## config.mk

```make
export PLATFORM = sky130hd
export DESIGN_NAME = pci_master_initiator
export DESIGN_NICKNAME = d
export VERILOG_FILES = /design/src/common/pci_master_pkg.sv /design/src/hdl/pci_master_initiator.sv
export SDC_FILE = /design/constraint.sdc
export NUM_CORES = 1
export LEC_CHECK = 0
export BUFFER_PORTS_ARGS = -buffer_cell sky130_fd_sc_hd__buf_4
export CORE_AREA = 2 2 186 188
export CTS_BUF_LIST = sky130_fd_sc_hd__clkbuf_8
export DETAILED_ROUTE_END_ITERATION = 10
export DIE_AREA = 0 0 188 190
export MAX_ROUTING_LAYER = met4
export PLACE_DENSITY = 0.64
export SLEW_MARGIN = 20
export SYNTH_ARGS = -nofsm -noshare
export SYNTH_HDL_FRONTEND = slang
export SYNTH_SLANG_ARGS = --single-unit
```

## constraint.sdc

```tcl
create_clock -name sys_clk -period 4 [get_ports sys_clk]
set_input_delay 0.6 -clock sys_clk [delete_from_list [all_inputs] [get_ports sys_clk]]
set_output_delay 0.6 -clock sys_clk [all_outputs]
set_load 0.05 [all_outputs]
```

## src/common/pci_master_pkg.sv

```systemverilog
// Constants shared by the PCI initiator block and its bench.
package pci_master_pkg;
  // Register byte offsets on the APB side.
  localparam logic [11:0] CTRL_OFFSET       = 12'h000;
  localparam logic [11:0] CACHE_LINE_OFFSET = 12'h004;
  localparam logic [11:0] STATUS_OFFSET     = 12'h008;
  // Control register field positions.
  localparam int INIT_EN_BIT   = 0;
  localparam int ARB_EN_BIT    = 1;
  localparam int EXT_CYC_BIT   = 2;
  localparam int BUS64_BIT     = 3;
  localparam int WR_INV_BIT    = 4;
  // Reset values.
  localparam logic [4:0] CTRL_RESET       = 5'h00;
  localparam logic [7:0] CACHE_LINE_RESET = 8'h20;
  // Legal cache line sizes in bytes.
  localparam logic [7:0] CLS_16  = 8'h10;
  localparam logic [7:0] CLS_32  = 8'h20;
  localparam logic [7:0] CLS_64  = 8'h40;
  localparam logic [7:0] CLS_128 = 8'h80;
  // Lengths in bytes.
  localparam logic [7:0] SINGLE_LEN  = 8'h08;
  localparam logic [7:0] EXT16_LEN   = 8'h10;
  localparam logic [7:0] EXT24_LEN   = 8'h18;
  localparam logic [7:0] DMA_MAX_LEN = 8'h80;
  localparam logic [7:0] BEAT64_LEN  = 8'h08;
  localparam logic [7:0] BEAT32_LEN  = 8'h04;
  // Command codes on the command/byte-enable lines.
  localparam logic [3:0] CMD_INT_ACK    = 4'h0;
  localparam logic [3:0] CMD_IO_READ    = 4'h2;
  localparam logic [3:0] CMD_IO_WRITE   = 4'h3;
  localparam logic [3:0] CMD_MEM_READ   = 4'h6;
  localparam logic [3:0] CMD_MEM_WRITE  = 4'h7;
  localparam logic [3:0] CMD_CFG_READ   = 4'hA;
  localparam logic [3:0] CMD_CFG_WRITE  = 4'hB;
  localparam logic [3:0] CMD_MEM_RD_MUL = 4'hC;
  localparam logic [3:0] CMD_MEM_RD_LN  = 4'hE;
  // Timing in link clock edges.
  localparam logic [2:0] DEVSEL_TIMEOUT = 3'd5;
  localparam logic [1:0] STOP_HOLDOFF   = 2'd2;
  // Request sources.
  typedef enum logic [1:0] {SRC_PROC, SRC_ALT_PCI, SRC_DMA, SRC_REG} source_e;
  typedef enum {ST_IDLE, ST_REQ, ST_ADDR, ST_DATA, ST_TURN} state_e;
endpackage : pci_master_pkg

```

## src/hdl/pci_master_initiator.sv

```systemverilog
// PCI initiator: arbitration, address, command and burst sizing.
//
// Design decisions made here: the register addresses and register access over APB.
`timescale 1ns/1ps
`default_nettype none
module pci_master_initiator
(
  // System clock and reset.
  input  wire logic                       sys_clk,
  input  wire logic                       srst,
  // APB slave.
  input  wire logic                       psel,
  input  wire logic                       penable,
  input  wire logic                       pwrite,
  input  wire logic [11:0]                paddr,
  input  wire logic [31:0]                pwdata,
  output logic      [31:0]                prdata,
  output logic                            pready,
  output logic                            pslverr,
  // Source request.
  input  wire logic                       srcReq,
  input  wire pci_master_pkg::source_e    srcKind,
  input  wire logic                       srcWrite,
  input  wire logic                       srcIo,
  input  wire logic                       srcCfg,
  input  wire logic [31:0]                srcAddr,
  input  wire logic [7:0]                 srcLen,
  input  wire logic                       srcTranslate,
  input  wire logic [31:0]                srcBlockMask,
  input  wire logic [31:0]                srcOffset,
  input  wire logic [63:0]                srcWdata,
  output logic                            srcAccept,
  output logic                            srcBeat,
  output logic                            srcDone,
  output logic                            srcStopped,
  output logic                            srcAbort,
  output logic      [63:0]                srcRdata,
  // Target side status.
  input  wire logic                       targetBusy,
  output logic                            masterActive,
  // PCI link pins.
  input  wire logic                       pciClk,
  input  wire logic                       bus_grant_n,
  input  wire logic                       peerReq_n,
  input  wire logic                       devsel_n,
  input  wire logic                       trdy_n,
  input  wire logic                       stop_n,
  input  wire logic                       frame_n_i,
  input  wire logic [63:0]                ad_i,
  output logic                            req_n,
  output logic                            peerGrant_n,
  output logic                            frame_n_o,
  output logic                            frame_n_oe,
  output logic                            irdy_n_o,
  output logic                            irdy_n_oe,
  output logic      [3:0]                 command_byte_enable_n_o,
  output logic                            command_byte_enable_n_oe,
  output logic      [63:0]                ad_o,
  output logic                            ad_oe
);
  import pci_master_pkg::*;

  // Beat count of a transfer of len bytes on the present bus width.
  function automatic logic [5:0] beatsOf(input logic [7:0] len, input logic wide);
    logic [7:0] b;
    b = wide ? {3'b000, len[7:3]} + {7'b0, |len[2:0]}
             : {2'b00, len[7:2]} + {7'b0, |len[1:0]};
    return (b == 8'h00) ? 6'd1 : b[5:0];
  endfunction : beatsOf

  // Command code from direction, space and length.
  function automatic logic [3:0] cmdOf(input logic wr, input logic io,
                                       input logic cfg, input logic [7:0] len,
                                       input logic [7:0] cls);
    logic [3:0] c;
    if (cfg)
      c = wr ? CMD_CFG_WRITE : CMD_CFG_READ;
    else if (io)
      c = wr ? CMD_IO_WRITE : CMD_IO_READ;
    else if (wr)
      c = CMD_MEM_WRITE;
    else if (len <= SINGLE_LEN)
      c = CMD_MEM_READ;
    else if (len <= cls)
      c = CMD_MEM_RD_LN;
    else
      c = CMD_MEM_RD_MUL;
    return c;
  endfunction : cmdOf

  // Registers.
  logic [4:0]  ctrl_q;
  logic [7:0]  cls_q;
  logic [31:0] prdata_q;
  logic        pready_q;
  logic        pslverr_q;
  state_e      state_q;
  logic [5:0]  beatsLeft_q;
  logic [2:0]  devselCnt_q;
  logic [1:0]  holdoff_q;
  logic        isWrite_q;
  logic        ownGrant_q;
  logic        peerGrantN_q;
  logic        reqN_q;
  logic        frameN_q;
  logic        frameOe_q;
  logic        irdyN_q;
  logic        irdyOe_q;
  logic [3:0]  cbe_q;
  logic        cbeOe_q;
  logic [63:0] ad_q;
  logic        adOe_q;
  logic        accept_q;
  logic        beat_q;
  logic        done_q;
  logic        stopped_q;
  logic        abort_q;
  logic [63:0] rdata_q;
  logic [3:0]  cmd_q;
  logic [31:0] addr_q;

  // Link synchronisers: stage one feeds stage two only.
  logic [6:0]  linkS1_q;
  logic [6:0]  linkS2_q;
  logic        clkPrev_q;
  logic [63:0] adS1_q;
  logic [63:0] adS2_q;

  always_ff @(posedge sys_clk)
  begin
    linkS1_q  <= {pciClk, bus_grant_n, peerReq_n, devsel_n, trdy_n, stop_n, frame_n_i};
    linkS2_q  <= linkS1_q;
    clkPrev_q <= linkS2_q[6];
    adS1_q    <= ad_i;
    adS2_q    <= adS1_q;
  end

  // Synchronised link signals and decode.
  wire         pciRise   = linkS2_q[6] & ~clkPrev_q;
  wire         gntN      = linkS2_q[5];
  wire         peerReqN  = linkS2_q[4];
  wire         devselN   = linkS2_q[3];
  wire         trdyN     = linkS2_q[2];
  wire         stopN     = linkS2_q[1];
  wire         busFrameN = linkS2_q[0];
  wire         initEn    = ctrl_q[INIT_EN_BIT];
  wire         arbEn     = ctrl_q[ARB_EN_BIT];
  wire         extEn     = ctrl_q[EXT_CYC_BIT];
  wire         wide      = ctrl_q[BUS64_BIT];
  wire         grantOk   = arbEn ? ownGrant_q : ~gntN;
  wire         busIdle   = busFrameN & frameN_q;
  wire         isExt     = (srcLen == EXT16_LEN) || (srcLen == EXT24_LEN);
  wire [7:0]   dmaLen    = (srcLen > DMA_MAX_LEN) ? DMA_MAX_LEN : srcLen;
  wire [7:0]   beatLen   = wide ? BEAT64_LEN : BEAT32_LEN;
  wire [31:0]  xlatAddr  = (srcAddr & srcBlockMask) | (srcOffset & ~srcBlockMask);
  wire [31:0]  pciAddr   = srcTranslate ? xlatAddr : srcAddr;

  // Effective write length per source.
  logic [7:0] effLen;
  always_comb
  begin
    effLen = srcLen;
    if (srcIo && srcWrite)
      effLen = beatLen;
    else if (srcKind == SRC_DMA && srcWrite)
      effLen = dmaLen;
    else if (srcKind == SRC_PROC && srcWrite && isExt && !extEn)
      effLen = SINGLE_LEN;
  end

  // Beats per transfer; 32 bytes give 4 or 8, 8 bytes give 1 or 2.
  wire [5:0] effBeats = beatsOf(effLen, wide);
  wire [3:0] effCmd   = cmdOf(srcWrite, srcIo, srcCfg, srcLen, cls_q);
  wire       startOk  = srcReq && initEn && !targetBusy
                        && holdoff_q == 2'd0;

  // APB decode.
  wire        apbAccess = psel & penable & pready_q;
  wire        apbWrite  = apbAccess & pwrite;
  wire        hitCtrl   = paddr == CTRL_OFFSET;
  wire        hitCls    = paddr == CACHE_LINE_OFFSET;
  wire        hitStat   = paddr == STATUS_OFFSET;
  wire        mapped    = hitCtrl | hitCls | hitStat;
  wire        clsLegal  = pwdata[7:0] == CLS_16 || pwdata[7:0] == CLS_32
                          || pwdata[7:0] == CLS_64 || pwdata[7:0] == CLS_128;
  wire [31:0] statWord  = {24'h0, beatsLeft_q, ~reqN_q | ownGrant_q, masterActive};
  wire [31:0] readMux   = hitCtrl ? {27'h0, 1'b0, ctrl_q[3:0]} :
                          hitCls  ? {24'h0, cls_q} :
                          hitStat ? statWord : 32'h0000_0000;

  // Single wait state on every access keeps read data registered.
  always_ff @(posedge sys_clk)
  begin
    if (srst)
    begin
      pready_q  <= 1'b0;
      pslverr_q <= 1'b0;
      prdata_q  <= 32'h0000_0000;
    end
    else
    begin
      pready_q  <= psel & penable & ~pready_q;
      pslverr_q <= psel & penable & ~pready_q & ~mapped;
      prdata_q  <= (psel & penable & ~pready_q & ~pwrite) ? readMux : 32'h0000_0000;
    end
  end

  always_ff @(posedge sys_clk)
  begin
    if (srst)
    begin
      ctrl_q <= CTRL_RESET;
      cls_q  <= CACHE_LINE_RESET;
    end
    else
    begin
      if (apbWrite && hitCtrl)
        ctrl_q <= {1'b0, pwdata[3:0]};
      if (apbWrite && hitCls && clsLegal)
        cls_q <= pwdata[7:0];
    end
  end

  // Internal arbiter: grant moves only while the bus idles and stays where it is while the bus is busy.
  always_ff @(posedge sys_clk)
  begin
    if (srst)
    begin
      ownGrant_q   <= 1'b0;
      peerGrantN_q <= 1'b1;
    end
    else if (!arbEn)
    begin
      ownGrant_q   <= 1'b0;
      peerGrantN_q <= 1'b1;
    end
    else if (pciRise && busIdle)
    begin
      if (state_q == ST_REQ)
      begin
        ownGrant_q   <= 1'b1;
        peerGrantN_q <= 1'b1;
      end
      else if (!peerReqN)
      begin
        ownGrant_q   <= 1'b0;
        peerGrantN_q <= 1'b0;
      end
      else if (!ownGrant_q && peerGrantN_q)
        ownGrant_q <= 1'b1;
    end
  end

  // Master sequencer, stepping on each rising link clock edge.
  always_ff @(posedge sys_clk)
  begin
    if (srst)
    begin
      state_q     <= ST_IDLE;
      beatsLeft_q <= 6'd0;
      devselCnt_q <= 3'd0;
      holdoff_q   <= 2'd0;
      isWrite_q   <= 1'b0;
      cmd_q       <= 4'h0;
      addr_q      <= 32'h0000_0000;
      reqN_q      <= 1'b1;
      frameN_q    <= 1'b1;
      frameOe_q   <= 1'b0;
      irdyN_q     <= 1'b1;
      irdyOe_q    <= 1'b0;
      cbe_q       <= 4'hF;
      cbeOe_q     <= 1'b0;
      ad_q        <= 64'h0000_0000_0000_0000;
      adOe_q      <= 1'b0;
      accept_q    <= 1'b0;
      beat_q      <= 1'b0;
      done_q      <= 1'b0;
      stopped_q   <= 1'b0;
      abort_q     <= 1'b0;
      rdata_q     <= 64'h0000_0000_0000_0000;
    end
    else
    begin
      accept_q <= 1'b0;
      beat_q   <= 1'b0;
      done_q   <= 1'b0;
      if (pciRise)
      begin
        if (holdoff_q != 2'd0)
          holdoff_q <= holdoff_q - 2'd1;
        case (state_q)
          ST_IDLE:
          begin
            if (startOk)
            begin
              isWrite_q   <= srcWrite;
              cmd_q       <= effCmd;
              addr_q      <= pciAddr;
              beatsLeft_q <= effBeats;
              accept_q    <= 1'b1;
              reqN_q      <= arbEn;
              stopped_q   <= 1'b0;
              abort_q     <= 1'b0;
              state_q     <= ST_REQ;
            end
          end
          ST_REQ:
          begin
            if (!initEn)
            begin
              reqN_q  <= 1'b1;
              state_q <= ST_IDLE;
            end
            else if (grantOk && busIdle && !targetBusy)
            begin
              frameN_q  <= 1'b0;
              frameOe_q <= 1'b1;
              irdyOe_q  <= 1'b1;
              cbe_q     <= cmd_q;
              cbeOe_q   <= 1'b1;
              ad_q      <= {32'h0000_0000, addr_q};
              adOe_q    <= 1'b1;
              reqN_q    <= 1'b1;
              state_q   <= ST_ADDR;
            end
          end
          ST_ADDR:
          begin
            irdyN_q     <= 1'b0;
            frameN_q    <= beatsLeft_q == 6'd1;
            cbe_q       <= 4'h0;
            ad_q        <= srcWdata;
            adOe_q      <= isWrite_q;
            devselCnt_q <= 3'd0;
            state_q     <= ST_DATA;
          end
          ST_DATA:
          begin
            if (devselN && devselCnt_q == DEVSEL_TIMEOUT)
            begin
              frameN_q <= 1'b1;
              irdyN_q  <= 1'b1;
              abort_q  <= 1'b1;
              state_q  <= ST_TURN;
            end
            else
            begin
              if (devselN)
                devselCnt_q <= devselCnt_q + 3'd1;
              if (!devselN && !trdyN)
              begin
                beat_q  <= 1'b1;
                rdata_q <= adS2_q;
                ad_q    <= srcWdata;
                if (beatsLeft_q != 6'd0)
                  beatsLeft_q <= beatsLeft_q - 6'd1;
              end
              if (!stopN || (!devselN && !trdyN && beatsLeft_q <= 6'd1))
              begin
                frameN_q  <= 1'b1;
                irdyN_q   <= 1'b1;
                stopped_q <= ~stopN && beatsLeft_q > 6'd1;
                holdoff_q <= stopN ? 2'd0 : STOP_HOLDOFF;
                state_q   <= ST_TURN;
              end
              else if (!devselN && !trdyN && beatsLeft_q == 6'd2)
                frameN_q <= 1'b1;
            end
          end
          ST_TURN:
          begin
            frameOe_q <= 1'b0;
            irdyOe_q  <= 1'b0;
            cbeOe_q   <= 1'b0;
            cbe_q     <= 4'hF;
            adOe_q    <= 1'b0;
            done_q    <= 1'b1;
            state_q   <= ST_IDLE;
          end
          default:
            state_q <= ST_IDLE;
        endcase
      end
    end
  end

  // Output drive, all from flip-flops.
  wire activeNow = state_q != ST_IDLE;
  logic active_q;
  always_ff @(posedge sys_clk)
  begin
    if (srst)
      active_q <= 1'b0;
    else
      active_q <= activeNow;
  end

  assign prdata                   = prdata_q;
  assign pready                   = pready_q;
  assign pslverr                  = pslverr_q;
  assign srcAccept                = accept_q;
  assign srcBeat                  = beat_q;
  assign srcDone                  = done_q;
  assign srcStopped               = stopped_q;
  assign srcAbort                 = abort_q;
  assign srcRdata                 = rdata_q;
  assign masterActive             = active_q;
  assign req_n                    = reqN_q;
  assign peerGrant_n              = peerGrantN_q;
  assign frame_n_o                = frameN_q;
  assign frame_n_oe               = frameOe_q;
  assign irdy_n_o                 = irdyN_q;
  assign irdy_n_oe                = irdyOe_q;
  assign command_byte_enable_n_o  = cbe_q;
  assign command_byte_enable_n_oe = cbeOe_q;
  assign ad_o                     = ad_q;
  assign ad_oe                    = adOe_q;
endmodule : pci_master_initiator
`default_nettype wire

```

Word level (Yosys, flattened, before mapping)
Cells that the tools add are included.
- order comparisons: 5
- eq/ne operators: 31
- bitwise gates (word level): 28
- $mul: 0
- shifts and indexed selects: 0
- div/mod/pow operators: 0
- reductions and logical operators: 69
- multiplexer cells: 76
- add/sub/neg operators: 5
- operators with widths (cell ; number):
    $mux W64 ; 4
    $mux W32 ; 6
    $pmux W64 S3 ; 1
    $pmux W32 S4 ; 1
    $eq A32 B2 Y1 const B ; 3
    $and A32 B32 Y32 ; 2
    $mux W8 ; 6
    $eq A32 B1 Y1 const B ; 1
    $eq A32 B3 Y1 const B ; 1
    $logic_not A32 Y1 ; 1
    $mux W4 ; 8
    $not A32 Y32 ; 1
    $or A32 B32 Y32 ; 1
    $reduce_bool A32 Y1 ; 1
    $mux W6 ; 5
    $reduce_and A4 Y1 ; 7
    $mux W1 ; 26
    $eq A8 B5 Y1 const B ; 3
    $logic_and A1 B1 Y1 ; 20
    $ne A2 B2 Y1 const B ; 9
    $not A1 Y1 ; 13
    $eq A12 B3 Y1 const B ; 1
    $eq A12 B4 Y1 const B ; 1
    $logic_not A12 Y1 ; 1
    45 further kinds ; 91
- register bits after elaboration: 414
- word-level logic and storage cells: 249
- bits in latches: 0
- input bits: 296
- memories kept: 0
- bits in writable memories: 0
- output and inout bits: 180
- ROM bits: 0

Longest topological paths before layout
Gate-level depths: netlist (run 1).
- word-level depth: 14
- gate-level depth with buffers: 16
- depth with buffers taken out: 15

Worst setup path after synthesis (run 1)
Ideal clock, no wire load.
- path kind: input -> register
- from: in srcLen[7]
- to: reg beatsLeft_q[0]
- data required time: 3.908 ns
- setup time: 0.092 ns
- path slack: 1.007 ns
- stages on the path: 14
- buffers on the path: 1
- arrival time: 2.901 ns
- cell sequence: clkbuf_1 nor3_1 nand4b_1 nand2_1 nor2_1 inv_1 ha_1 inv_1 ha_1 ha_1 mux2_2 nor4_1 o2111ai_1 o32ai_1
- word-level cells in the longest chain between the ends: 14
- elaborated cells on any way between the ends: 19
- those cells by class: add/sub (2); order compare (1); eq/ne (2); mux (8); reduce/logical (6)
- ends and longest elaborated chain (item ; line ; source):
    start, declared ; pci_master_initiator.sv:27 ; input wire logic [7:0] srcLen,
    parallel branches: the longest is 5 deep, another holds $gt A8 B8 Y1 ; - ;
    $mux W8 (*) ; pci_master_initiator.sv:165 ; else if (srcKind == SRC_DMA && srcWrite)
    $mux W8 (*) ; pci_master_initiator.sv:163 ; if (srcIo && srcWrite)
    $reduce_or A2 Y1 / $reduce_or A3 Y1 (equally long branches) ; pci_master_initiator.sv:67, pci_master_initiator.sv:66 ;
    $add A6 B1 Y7 / $add A5 B1 Y6 (equally long branches) ; pci_master_initiator.sv:67, pci_master_initiator.sv:66 ;
    $mux W7 (*) ; pci_master_initiator.sv:66 ; b = wide ? {3'b000, len[7:3]} + {7'b0, |len[2:0]}
    $logic_not A8 Y1 ; pci_master_initiator.sv:68 ; return (b == 8'h00) ? 6'd1 : b[5:0];
    $mux W6 (*) ; pci_master_initiator.sv:68 ;
    $mux W6 (*) ; pci_master_initiator.sv:294 ; if (startOk)
    $pmux W6 S2 (*) ; pci_master_initiator.sv:291 ; case (state_q)
    end signal, assigned ; pci_master_initiator.sv:299 ; beatsLeft_q <= effBeats;
    end signal, assigned ; pci_master_initiator.sv:356 ; beatsLeft_q <= beatsLeft_q - 6'd1;
    end, declared ; pci_master_initiator.sv:98 ; logic [5:0] beatsLeft_q;
Every way passes the cells marked *. The select of a mux whose other input is x is not followed.
A chain may end at the register's enable or synchronous reset.

Final worst setup path (run 1)
- from: reg state_q[0]
- to: reg ad_q[23], in the netlist ad_o[23]
- word-level cells in the longest chain between the ends: 3
- elaborated cells on any way between the ends: 10
- those cells by class: eq/ne (7); mux (1); reduce/logical (2)
- ends and longest elaborated chain (item ; line ; source):
    start, declared ; pci_master_initiator.sv:97 ; state_e state_q;
    start signal, assigned ; pci_master_initiator.sv:259 ; state_q <= ST_IDLE;
    start signal, assigned ; pci_master_initiator.sv:304 ; state_q <= ST_REQ;
    start signal, assigned ; pci_master_initiator.sv:312 ; state_q <= ST_IDLE;
    $eq A32 B1 Y1 / $eq A32 B2 Y1 (equally long branches) ; pci_master_initiator.sv:291 ;
    $ne A2 B2 Y1 (no line) / $reduce_bool A3 Y1 (equally long branches) ; - ;
    $reduce_and A6 Y1 (no line) ; - ;
    end signal, assigned ; pci_master_initiator.sv:321 ; ad_q <= {32'h0000_0000, addr_q};
    end signal, assigned ; pci_master_initiator.sv:332 ; ad_q <= srcWdata;
    end signal, assigned ; pci_master_initiator.sv:354 ; ad_q <= srcWdata;
    end, declared ; pci_master_initiator.sv:111 ; logic [63:0] ad_q;
Parallel ways exist; a longest one is shown, timed or not.

==> metrics.log, run 1 <==
[metrics] number of setup buffers added after CTS: 0
[metrics] register area: a little over 7000 sq um
[metrics] Clock Tree Root: clkbuf_8
[metrics] multi-input gate area in the final layout: 4928 sq um
[metrics] worst slack on hold paths: between 90 and 100 ps
[metrics] Die X: around 190 microns
[metrics] synthesized cell area: approximately 13,000 sq um
[metrics] number of placed instances with taps included: roughly 2,200
[metrics] type of the worst setup path: reg -> reg
[metrics] type of origin of the critical path: register
[metrics] worst setup slack after placement: 576.8 ps
[metrics] share of the core filled with cells in the final layout: 0.5114
[metrics] std cell rows: 68
[metrics] Worst Clk Skew: between 40 and 50 ps
[metrics] vias: 10,964
[metrics] sum of buffers and inverters on the critical path: 1
[metrics] period utilisation layout: 0.7503
[metrics] combined global-route utilization of all metal layers: 0.1996
[metrics] delay of the slowest cell on the worst path: just under 700 ps
[metrics] number of unique standard cell types used by synthesis: between 60 and 70
[metrics] instance area at placement: between 15,000 and 20,000 sq um
[metrics] total clock buffers created by CTS: between 50 and 60
[metrics] uppermost routed layer: met4
[metrics] highest fanout seen on the critical path: 29
[metrics] layout cell share with drive strength beyond 1: 0.2991
[metrics] run status: complete, no violations
[metrics] clock insertion delay at the later pin of the skew report: roughly 600 ps
[metrics] worst hold-check path type: in -> reg
[metrics] Area growth syn-to-layout: 37.54%
[metrics] primary flip-flop cell chosen by synthesis mapping: dfxtp_1
[metrics] number of buffers added to fix hold violations after cts: 0
[metrics] full die area: between 30,000 and 40,000 sq um
[metrics] cell chain of the critical path: nand2_1 > a2111oi_0 > o211ai_1 > nor2_4 > buf_4 > nor2_1 > a311oi_1
[metrics] Syn Area/Cell: just over 9 sq um
[metrics] metal2 WL: around 17,000 microns
[metrics] IO Pins: 476
[metrics] total power divided by cell area: between 400 and 500 nW/um^2
[metrics] path depth of the worst reg2reg path: 7
[metrics] aggregate negative setup slack: 0 ps
[metrics] final setup violating endpoints: 0
[metrics] Design Area, Final: between 15,000 and 20,000 sq um
[metrics] chip height: around 190 microns
[metrics] CTS tree: done
[metrics] post-route met1 wirelength: around 15,000 microns
[metrics] smallest setup slack after layout: between 900 and 1000 ps
[metrics] min cycle time layout: approximately 3000 ps
[metrics] Core Region: roughly 34,000 sq um
[metrics] DRC violation count after routing: 0
[metrics] number of iterations in the first detailed-routing pass: 6
[metrics] sequential fraction of the synthesis area: 0.5710
[metrics] Gate Count Post-Synth: between 1,000 and 1,500
[metrics] RSZ-0062 raised after global routing: no
[metrics] cell family with most CP delay: compound AO/OA/AOI/OAI gates
[metrics] largest area contributor in the netlist: dfxtp_1
[metrics] FILL cells: roughly 3,200
[metrics] Sinks on Clock Net: 360
[metrics] Clock Pin Slew Worst Setup and Hold Paths: roughly 60 ps
[metrics] number of hold violations in the final report: 0
[metrics] Max Buffers Root-to-Sink: 3
[metrics] htree depth: 2
[metrics] via/cell ratio: a little under 5
[metrics] actual transition at the worst max-transition pin: 803.7 ps
[metrics] post-synth top area share: 0.5710
[metrics] final estimated routing congestion in global placement: between 0.8 and 0.9
[metrics] largest net degree at the start of global routing: 124
[metrics] count of cells along the worst hold path: 1
[metrics] Pins Over Slew Limit: 0
[metrics] share of synthesized registers carrying an async set or reset: 0
[metrics] top area cells in the synthesized netlist: dfxtp_1 57%, nand2_1 7.6%, a21oi_1 5.1%
[metrics] Leakage: just over 7 nW
[metrics] vias in the first global route: ~10,000
[metrics] wire length reported by the detailed router: 36,210 microns
[metrics] IR drop worst, VDD: between 0.3 and 0.4 mV
[metrics] count of antenna-violating nets left after detailed routing: 0
[metrics] type of destination of the critical path: register
[metrics] number of synthesized register bits: 360
[metrics] Detail Placement HPWL: approximately 26,000 microns
[metrics] relative slew slack: 0.4642
[metrics] Post-synth EDFFs: 0
[metrics] number of maximum-capacitance constraint violations: 0
[metrics] detail-routed net length per standard cell: 15.97 microns
[metrics] Iteration-0 DRC Markers: 688
[metrics] total overflow reported by the global router: 0
[metrics] non-filler cells in the finished layout: about 2,300
[metrics] initial antenna violation count: 1
[metrics] met3 routed wirelength: 3315 microns
[metrics] Overall Power: 7.311 mW
[metrics] maximum operating frequency: 0.3332 GHz
[metrics] CP arrival: ~3500 ps
[metrics] yosys synthesis warning count: 0
[metrics] global-route wire length before repair: about 56,000 microns
[metrics] number of logic stages on the critical path including buffering: 7
[metrics] I/O Buffers: 427
[metrics] fin nets: ~2,100
[metrics] starting density of the core: 0.3718
[metrics] Critical Path Slowest Stage Cell: dfxtp_1
[metrics] # resized after CTS: 0
[metrics] required time at the worst-slack endpoint: 4480 ps
area by class of cell:
cell class                      count  share of cell area
Multi-Input combinational cell    886              0.2839
Sequential cell                   360              0.4152
Tap cell                          455             0.03280
Antenna cell                        1           0.0001442
Inverter                           22            0.004757
Clock buffer                       73             0.05788
Clock inverter                     32             0.01240
Timing Repair Buffer              439              0.1930
cell usage in the layout (no fill, tap or decap), drive strengths merged, types with 5 or more instances in the layout:
cell type and n:
mux2i 46, clkbuf 73, o211ai 6, or4 5
ha 18, nand2b 38, o21ai 20, buf 439
nor2 116, a21oi 128, nor3 21, a311oi 33
nand2 256, a31oi 8, and3 6, clkinv 8
conb 24, nand3 45, inv 42, a211oi 35
nor2b 6, dfxtp 360, a21o 5, nand4 6
logic make-up (layout without fill, tap and decap cells):
kind of cell	count (synthesis)	count (layout)	share of synthesized area
buf+inv	131	566	0.04759
other cells	1	25	0.0002971
flops	360	360	0.5710
compound gates	264	264	0.1325
xor+xnor	8	8	0.005551
fa+ha+maj	18	18	0.01785
simple gates	524	524	0.1869
mux	48	48	0.03827
routing by layer:
metal / track usage / vias to the layer above
met1: 0.2394 / 4998
met2: 0.3151 / 451
met4: 0.07329 / 0
met5: - / -
li1: - / 5430
met3: 0.06309 / 85
flip-flops by register name, summed over array words and instances (netlist names), 2 cells and up:
name and cells:
adS1_q 64, adS2_q 64, ad_o 64, addr_q 32
beatsLeft_q 6, cls_q 8, cmd_q 4, command_byte_enable_n_o 4
ctrl_q 4, devselCnt_q 3, holdoff_q 2, linkS1_q 7
linkS2_q 7, prdata 8, srcRdata 64, state_q 3
Yosys cell counts, drive strengths merged, types with 2 or more instances:
cell,count
a21o,5
o32ai,2
nor3b,3
a31oi,8
nor4,4
nand2,256
clkbuf,72
or4,5
nand2b,38
xor2,4
and3,6
nand4b,4
a21oi,128
nor4b,3
ha,18
o311ai,3
nand3,45
a2111oi,3
mux2,2
xnor2,4
a211oi,35
nand4,6
a22oi,4
or3,3
dfxtp,360
or2,2
nor2b,6
inv,22
a22o,2
nor3,21
o31ai,2
a311oi,33
o211ai,6
buf,37
nor4bb,2
mux2i,46
o21ai,20
o2111ai,2
nor2,116
where the power goes:
part,switching (mW),leakage (nW),total (mW),internal (mW)
registers,0.0193,2.95,3.68,3.66
clock network,1.41,0.695,3.20,1.78
logic,0.206,3.60,0.432,0.225
worst paths after layout:
path / from / endpoint / slack [ps]
worst max-delay path: state_q[0]$_SDFFE_PP0P_ / ad_o[23]$_SDFFE_PP0P_ / 1000
worst min-delay path: ad_i[51] / adS1_q[51]$_DFF_P_ / 100
worst max register to register: state_q[0]$_SDFFE_PP0P_ / ad_o[23]$_SDFFE_PP0P_ / 1000
worst min register to register: adS1_q[47]$_DFF_P_ / adS2_q[47]$_DFF_P_ / 320
Power figures use the tool's default switching activity.
==> run 2: changes to the inputs <==
--- a/config.mk
+++ b/config.mk
@@ -6,12 +6,12 @@
 export NUM_CORES = 1
 export LEC_CHECK = 0
 export BUFFER_PORTS_ARGS = -buffer_cell sky130_fd_sc_hd__buf_4
-export CORE_AREA = 2 2 186 188
+export CORE_AREA = 2 2 184 186
 export CTS_BUF_LIST = sky130_fd_sc_hd__clkbuf_8
 export DETAILED_ROUTE_END_ITERATION = 10
-export DIE_AREA = 0 0 188 190
+export DIE_AREA = 0 0 186 188
 export MAX_ROUTING_LAYER = met4
-export PLACE_DENSITY = 0.64
+export PLACE_DENSITY = 0.67
 export SLEW_MARGIN = 20
 export SYNTH_ARGS = -nofsm -noshare
 export SYNTH_HDL_FRONTEND = slang
==> constraint.sdc (replaced) <==
create_clock -name sys_clk -period 2.75 [get_ports sys_clk]
set_input_delay 0.4125 -clock sys_clk [delete_from_list [all_inputs] [get_ports sys_clk]]
set_output_delay 0.4125 -clock sys_clk [all_outputs]
set_load 0.05 [all_outputs]
==> metrics.log, run 2 (synthesized netlist as in run 1, its figures left out) <==
[metrics] run status: complete, no violations (unchanged)
[metrics] Area growth syn-to-layout: 46.49% (was 37.54%)
[metrics] multi-input gate area in the final layout: 4938 sq um (was 4928 sq um)
[metrics] vias in the first global route: 11,299 (was 10,455)
[metrics] number of iterations in the first detailed-routing pass: 5 (was 6)
[metrics] total power divided by cell area: 598.1 nW/um^2 (was 421.2 nW/um^2)
[metrics] Pins Over Slew Limit: 0 (unchanged)
[metrics] total clock buffers created by CTS: 59 (was 58)
[metrics] maximum operating frequency: 0.3936 GHz (was 0.3332 GHz)
[metrics] Leakage: 7.788 nW (was 7.253 nW)
[metrics] combined global-route utilization of all metal layers: 0.2244 (was 0.1996)
[metrics] Max Buffers Root-to-Sink: 3 (unchanged)
[metrics] via/cell ratio: 4.845 (was 4.834)
[metrics] type of the worst setup path: reg -> reg (unchanged)
[metrics] Die X: 186 microns (was 188 microns)
[metrics] CP arrival: 2980 ps (was 3480 ps)
[metrics] chip height: 188 microns (was 190 microns)
[metrics] most frequent standard cell in the layout excluding fill and tap cells: buf_4 (unchanged)
[metrics] clock insertion delay at the later pin of the skew report: 610 ps (was 600 ps)
[metrics] register area: 7207 sq um (unchanged)
[metrics] detail-routed net length per standard cell: 16.66 microns (was 15.97 microns)
[metrics] wire length reported by the detailed router: 39,610 microns (was 36,210 microns)
[metrics] worst hold-check path type: in -> reg (unchanged)
[metrics] Clock Pin Slew Worst Setup and Hold Paths: 60 ps (about the same)
[metrics] final setup violating endpoints: 0 (unchanged)
[metrics] final estimated routing congestion in global placement: 0.8793 (was 0.8784)
[metrics] aggregate negative setup slack: 0 ps (unchanged)
[metrics] Detail Placement HPWL: 27,580 microns (was 26,220 microns)
[metrics] Worst Clk Skew: 38.03 ps (was 48.68 ps)
[metrics] htree depth: 2 (unchanged)
[metrics] IO Pins: 476 (unchanged)
[metrics] required time at the worst-slack endpoint: 3190 ps (was 4480 ps)
[metrics] total overflow reported by the global router: 0 (unchanged)
[metrics] full die area: 34,970 sq um (was 35,720 sq um)
[metrics] DRC violation count after routing: 0 (unchanged)
[metrics] number of maximum-capacitance constraint violations: 0 (unchanged)
[metrics] layout cell share with drive strength beyond 1: 0.3065 (was 0.2991)
[metrics] count of antenna-violating nets left after detailed routing: 0 (unchanged)
[metrics] global-route wire length before repair: 59,870 microns (was 55,550 microns)
[metrics] IR drop worst, VDD: 0.5612 mV (was 0.3409 mV)
[metrics] RSZ-0062 raised after global routing: no (unchanged)
[metrics] period utilisation layout: 0.9240 (was 0.7503)
[metrics] worst slack on hold paths: 46.48 ps (was 95.91 ps)
[metrics] type of destination of the critical path: register (unchanged)
[metrics] Iteration-0 DRC Markers: 617 (was 688)
[metrics] highest fanout seen on the critical path: 32 (was 29)
[metrics] actual transition at the worst max-transition pin: 737.4 ps (was 803.7 ps)
[metrics] I/O Buffers: 427 (unchanged)
[metrics] largest net degree at the start of global routing: 108 (was 124)
[metrics] relative slew slack: 0.5084 (was 0.4642)
[metrics] Core Region: 33,110 sq um (was 33,950 sq um)
[metrics] min cycle time layout: 2541 ps (was 3001 ps)
[metrics] CTS tree: done (unchanged)
[metrics] FILL cells: 2,953 (was 3,227)
[metrics] number of hold violations in the final report: 0 (unchanged)
[metrics] starting density of the core: 0.3811 (was 0.3718)
[metrics] type of origin of the critical path: register (unchanged)
[metrics] most frequent cells in the layout: 471 x buf_4, 360 x dfxtp_1, 255 x nand2_1 (was 434 x buf_4, 360 x dfxtp_1, 255 x nand2_1)
[metrics] initial antenna violation count: 4 (was 1)
[metrics] vias: 11,521 (was 10,964)
[metrics] Clock Tree Root: clkbuf_8 (unchanged)
[metrics] std cell rows: 67 (was 68)
[metrics] fin nets: 2,193 (was 2,081)
[metrics] Sinks on Clock Net: 360 (unchanged)
run 2: changes by cell type in the layout (fill, tap and decap cells not counted), sizes merged, moves of 2 or more:
cell	previous run	this run
inv	42	40
dlygate4sd3	0	71
diode	1	5
clkbuf	73	76
buf	439	479
run 2: final timing paths:
kind	from	to	slack, ps	cells after the start
hold / removal	pwdata[2]	ctrl_q[2]$_SDFFE_PP0P_	50	3
setup reg to reg	ctrl_q[1]$_SDFFE_PP0P_	ad_o[62]$_SDFFE_PP0P_	210	6
hold reg to reg	linkS1_q[0]$_DFF_P_	linkS2_q[0]$_DFF_P_	310	0
setup / recovery	ctrl_q[1]$_SDFFE_PP0P_	ad_o[62]$_SDFFE_PP0P_	210	6
run 2: worst max-delay path: stages, from the launching register on:
cell and delay (ps):
dfxtp_1 360, or2_1 260, a2111oi_0 630, o211ai_1 280, or2_2 600, nand2_1 160, a21oi_1 70
run 2: final cells by class:
class | count | area share
multi-input combinational | 886 | 0.2671
inverter | 22 | 0.004467
clock buffer | 76 | 0.05658
timing repair buffer | 550 | 0.2379
clock inverter | 31 | 0.01313
tap | 448 | 0.03032
sequential | 360 | 0.3898
antenna | 5 | 0.0006768
run 2: timing repair:
| action | CTS | global route |
|---|---|---|
| hold buffers | 71 | 0 |
| endpoints found under the setup margin | 0 | 1 |
| resized for setup | 0 | 1 |
| endpoints found under the hold margin | 71 | 0 |
| setup buffers | 0 | 0 |
run 2: report_power, final:
part	switching (mW)	internal (mW)
clock network	2.16	2.79
logic	0.332	0.414
registers	0.0323	5.33
total	2.53	8.53
run 2: stage by stage:
stage          std cells  total power [mW]  utilization  setup slack (ps)  instance area (sq um)
6_report            2378             11.06       0.5583             209.1                  18490
5_1_grt             2377             11.52       0.5582             10.64                  18490
4_1_cts             2373             11.18       0.5579             182.9                  18470
3_5_place_dp        2195             6.134       0.4975            -150.1                  16470
3_3_place_gp        2195             6.122       0.4975            -72.98                  16470
2_1_floorplan       1377             5.753            -             1.073                  12710
run 2: metal layers:
| layer | global-route usage | up-vias | wire length [microns] |
|---|---|---|---|
| met5 | - | - | 0 |
| met4 | 0.07601 | 0 | 1153 |
| met3 | 0.06506 | 84 | 3497 |
| met2 | 0.3633 | 463 | 18850 |
| met1 | 0.2660 | 5307 | 16110 |
| li1 | - | 5667 | - |
==> run 3: changes to the inputs <==
--- a/config.mk
+++ b/config.mk
@@ -6,12 +6,12 @@
 export NUM_CORES = 1
 export LEC_CHECK = 0
 export BUFFER_PORTS_ARGS = -buffer_cell sky130_fd_sc_hd__buf_4
-export CORE_AREA = 2 2 184 186
+export CORE_AREA = 2 2 186 188
 export CTS_BUF_LIST = sky130_fd_sc_hd__clkbuf_8
 export DETAILED_ROUTE_END_ITERATION = 10
-export DIE_AREA = 0 0 186 188
+export DIE_AREA = 0 0 188 190
 export MAX_ROUTING_LAYER = met4
-export PLACE_DENSITY = 0.67
+export PLACE_DENSITY = 0.66
 export SLEW_MARGIN = 20
 export SYNTH_ARGS = -nofsm -noshare
 export SYNTH_HDL_FRONTEND = slang
==> metrics.log, run 3 (synthesized netlist as in run 1, its figures left out) <==
[metrics] Design Area, Final: 18,270 sq um (was 18,490 sq um)
[metrics] std cell rows: 68 (was 67)
[metrics] IO Pins: 476 (unchanged)
[metrics] Sinks on Clock Net: 360 (unchanged)
[metrics] Max Buffers Root-to-Sink: 3 (unchanged)
[metrics] worst hold-check path type: in -> reg (unchanged)
[metrics] count of antenna-violating nets left after detailed routing: 0 (unchanged)
[metrics] worst reg2reg path startpoint: ctrl_q[2]$_SDFFE_PP0P_ (was ctrl_q[1]$_SDFFE_PP0P_)
[metrics] starting density of the core: 0.3718 (was 0.3811)
[metrics] type of the worst setup path: reg -> reg (unchanged)
[metrics] number of placed instances with taps included: 2,187 (was 2,195)
[metrics] Antenna Diode Count: 0 (was 5)
[metrics] Worst Clk Skew: 25.04 ps (was 38.03 ps)
[metrics] Register-to-Register Setup Slack: 270 ps (was 210 ps)
[metrics] run status: complete, no violations (unchanged)
[metrics] Iteration-0 DRC Markers: 530 (was 617)
[metrics] count of cells along the worst hold path: 3 (unchanged)
[metrics] via/cell ratio: 4.811 (was 4.845)
[metrics] most frequent standard cell in the layout excluding fill and tap cells: buf_4 (unchanged)
[metrics] net switching share of the total power: 0.2265 (was 0.2286)
[metrics] # resized after CTS: 0 (unchanged)
[metrics] Leakage: 7.686 nW (was 7.788 nW)
[metrics] number of maximum-capacitance constraint violations: 0 (unchanged)
[metrics] type of origin of the critical path: register (unchanged)
[metrics] number of setup buffers added after CTS: 0 (unchanged)
[metrics] startpoint of the tightest hold check path: pwdata[4] (was pwdata[2])
[metrics] wire length reported by the detailed router: 37,980 microns (was 39,610 microns)
[metrics] relative slew slack: 0.4889 (was 0.5084)
[metrics] instance area at placement: 16,330 sq um (was 16,470 sq um)
[metrics] I/O Buffers: 427 (unchanged)
[metrics] initial antenna violation count: 0 (was 4)
[metrics] RSZ-0062 raised after global routing: no (unchanged)
[metrics] htree depth: 2 (unchanged)
[metrics] register area: 7207 sq um (unchanged)
[metrics] Detail Placement HPWL: 26,540 microns (was 27,580 microns)
[metrics] number of hold violations in the final report: 0 (unchanged)
[metrics] relative contribution of sequential cells to total power: 0.493 (was 0.485)
[metrics] most frequent cells in the layout: 459 x buf_4, 360 x dfxtp_1, 255 x nand2_1 (was 471 x buf_4, 360 x dfxtp_1, 255 x nand2_1)
[metrics] fin nets: 2,176 (was 2,193)
[metrics] full die area: 35,720 sq um (was 34,970 sq um)
[metrics] switching power of the nets: 2.463 mW (was 2.528 mW)
[metrics] required time at the worst-slack endpoint: 3270 ps (was 3190 ps)
[metrics] chip height: 190 microns (was 188 microns)
[metrics] global-route wire length before repair: 58,100 microns (was 59,870 microns)
[metrics] hold endpoint: cls_q[4]$_SDFFE_PP0P_ (was ctrl_q[2]$_SDFFE_PP0P_)
[metrics] Clock Tree Root: clkbuf_8 (unchanged)
[metrics] total overflow reported by the global router: 0 (unchanged)
[metrics] number of buffers added to fix hold violations after cts: 71 (unchanged)
[metrics] clock insertion delay at the later pin of the skew report: 610 ps (about the same)
[metrics] Clock Pin Slew Worst Setup and Hold Paths: 70 ps (was 60 ps)
[metrics] maximum operating frequency: 0.4040 GHz (was 0.3936 GHz)
[metrics] worst r2r dst: beatsLeft_q[0]$_SDFFE_PP0P_ (was ad_o[62]$_SDFFE_PP0P_)
[metrics] vias in the first global route: 10,929 (was 11,299)
[metrics] layout cell share with drive strength beyond 1: 0.2961 (was 0.3065)
[metrics] non-filler cells in the finished layout: 2,363 (was 2,378)
[metrics] period utilisation layout: 0.9001 (was 0.9240)
[metrics] clock network fraction of total power: 0.439 (was 0.448)
[metrics] total clock buffers created by CTS: 57 (was 59)
[metrics] detail-routed net length per standard cell: 16.07 microns (was 16.66 microns)
[metrics] actual transition at the worst max-transition pin: 766.7 ps (was 737.4 ps)
[metrics] FILL cells: 3,058 (was 2,953)
[metrics] internal portion of total power: 8.412 mW (was 8.529 mW)
[metrics] combined global-route utilization of all metal layers: 0.2082 (was 0.2244)
[metrics] Area growth syn-to-layout: 44.78% (was 46.49%)
[metrics] DRC violation count after routing: 0 (unchanged)
[metrics] final estimated routing congestion in global placement: 0.8661 (was 0.8793)
[metrics] final setup violating endpoints: 0 (unchanged)
[metrics] CTS tree: done (unchanged)
[metrics] Die X: 188 microns (was 186 microns)
[metrics] type of destination of the critical path: register (unchanged)
[metrics] Pins Over Slew Limit: 0 (unchanged)
[metrics] multi-input gate area in the final layout: 4933 sq um (was 4938 sq um)
[metrics] IR drop worst, VDD: 0.4972 mV (was 0.5612 mV)
[metrics] number of iterations in the first detailed-routing pass: 5 (unchanged)
[metrics] min cycle time layout: 2475 ps (was 2541 ps)
[metrics] worst slack on hold paths: 67.07 ps (was 46.48 ps)
[metrics] path depth of the worst reg2reg path: 12 (was 6)
[metrics] vias: 11,368 (was 11,521)
[metrics] total power divided by cell area: 595.2 nW/um^2 (was 598.1 nW/um^2)
[metrics] part of the power in combinational logic: 0.068 (was 0.067)
[metrics] largest net degree at the start of global routing: 97 (was 108)
[metrics] Core Region: 33,950 sq um (was 33,110 sq um)
[metrics] CP arrival: 2990 ps (was 2980 ps)
[metrics] highest fanout seen on the critical path: 3 (was 32)
-- run 3: cell count changes in the layout (fill, tap and decap cells not counted) --
| cell | before | now |
|---|---|---|
| buf_12 | 7 | 4 |
| diode_2 | 5 | 0 |
| clkinv_2 | 9 | 7 |
| inv_8 | 1 | 0 |
| nand2b_2 | 1 | 0 |
| bufinv_16 | 3 | 4 |
| inv_1 | 37 | 43 |
| buf_4 | 471 | 459 |
| nand2b_1 | 37 | 38 |
| clkbuf_8 | 76 | 69 |
| nor2_1 | 112 | 113 |
| nor2_2 | 1 | 0 |
| inv_6 | 0 | 1 |
-- run 3: through the flow --
| stage | util | power (mW) | TNS, ps | setup WS [ps] |
|---|---|---|---|---|
| CTS | 0.5383 | 11.01 | 0 | 284.1 |
| detailed placement | 0.4810 | 6.129 | -191.2 | -106.4 |
| global placement | 0.4810 | 6.119 | -120.1 | -77.48 |
| finish | 0.5383 | 10.88 | 0 | 274.6 |
| global route | 0.5383 | 11.32 | 0 | 28.62 |
| floorplan | - | 5.753 | 0 | 1.073 |
-- run 3: power groups by stage --
stage / logic (mW) / registers (mW) / clock network [mW]
2_1_floorplan: 0.286 / 5.47 / 0
3_3_place_gp: 0.647 / 5.47 / 0
3_5_place_dp: 0.653 / 5.48 / 0
4_1_cts: 0.737 / 5.36 / 4.91
5_1_grt: 0.790 / 5.37 / 5.16
6_report: 0.739 / 5.36 / 4.78
-- run 3: area by class of cell --
class	count	share of cell area
Clock buffer	69	0.05197
Sequential cell	360	0.3944
Clock inverter	36	0.01548
Tap cell	455	0.03116
Timing Repair Buffer	535	0.2325
Multi-Input combinational cell	886	0.2700
Inverter	22	0.004519
-- run 3: worst max-delay path by stage --
stage / startpoint / endpoint
after global routing: ctrl_q[2]$_SDFFE_PP0P_ / beatsLeft_q[0]$_SDFFE_PP0P_
after CTS: ctrl_q[2]$_SDFFE_PP0P_ / beatsLeft_q[0]$_SDFFE_PP0P_
after detailed placement: srcKind[1] / beatsLeft_q[0]$_SDFFE_PP0P_
after floorplan: srcLen[7] / beatsLeft_q[0]$_SDFFE_PP0P_
after global placement: srcKind[1] / beatsLeft_q[0]$_SDFFE_PP0P_
final: ctrl_q[2]$_SDFFE_PP0P_ / beatsLeft_q[0]$_SDFFE_PP0P_
-- run 3: worst max-delay path, stage by stage (launching register included) --
cell	delay, ps
dfxtp_1	380
nand4b_1	160
nand2_1	80
nor2_1	140
inv_1	60
ha_1	190
inv_1	60
ha_1	170
ha_1	220
mux2_2	280
nor4_1	250
o2111ai_1	150
o32ai_1	260
-- run 3: per-layer routing --
layer / track usage / up-vias / part of all wire
li1: - / 5612 / -
met1: 0.2479 / 5267 / 0.42
met2: 0.3408 / 426 / 0.48
met3: 0.05534 / 63 / 0.074
met4: 0.07208 / 0 / 0.025
met5: - / - / 0
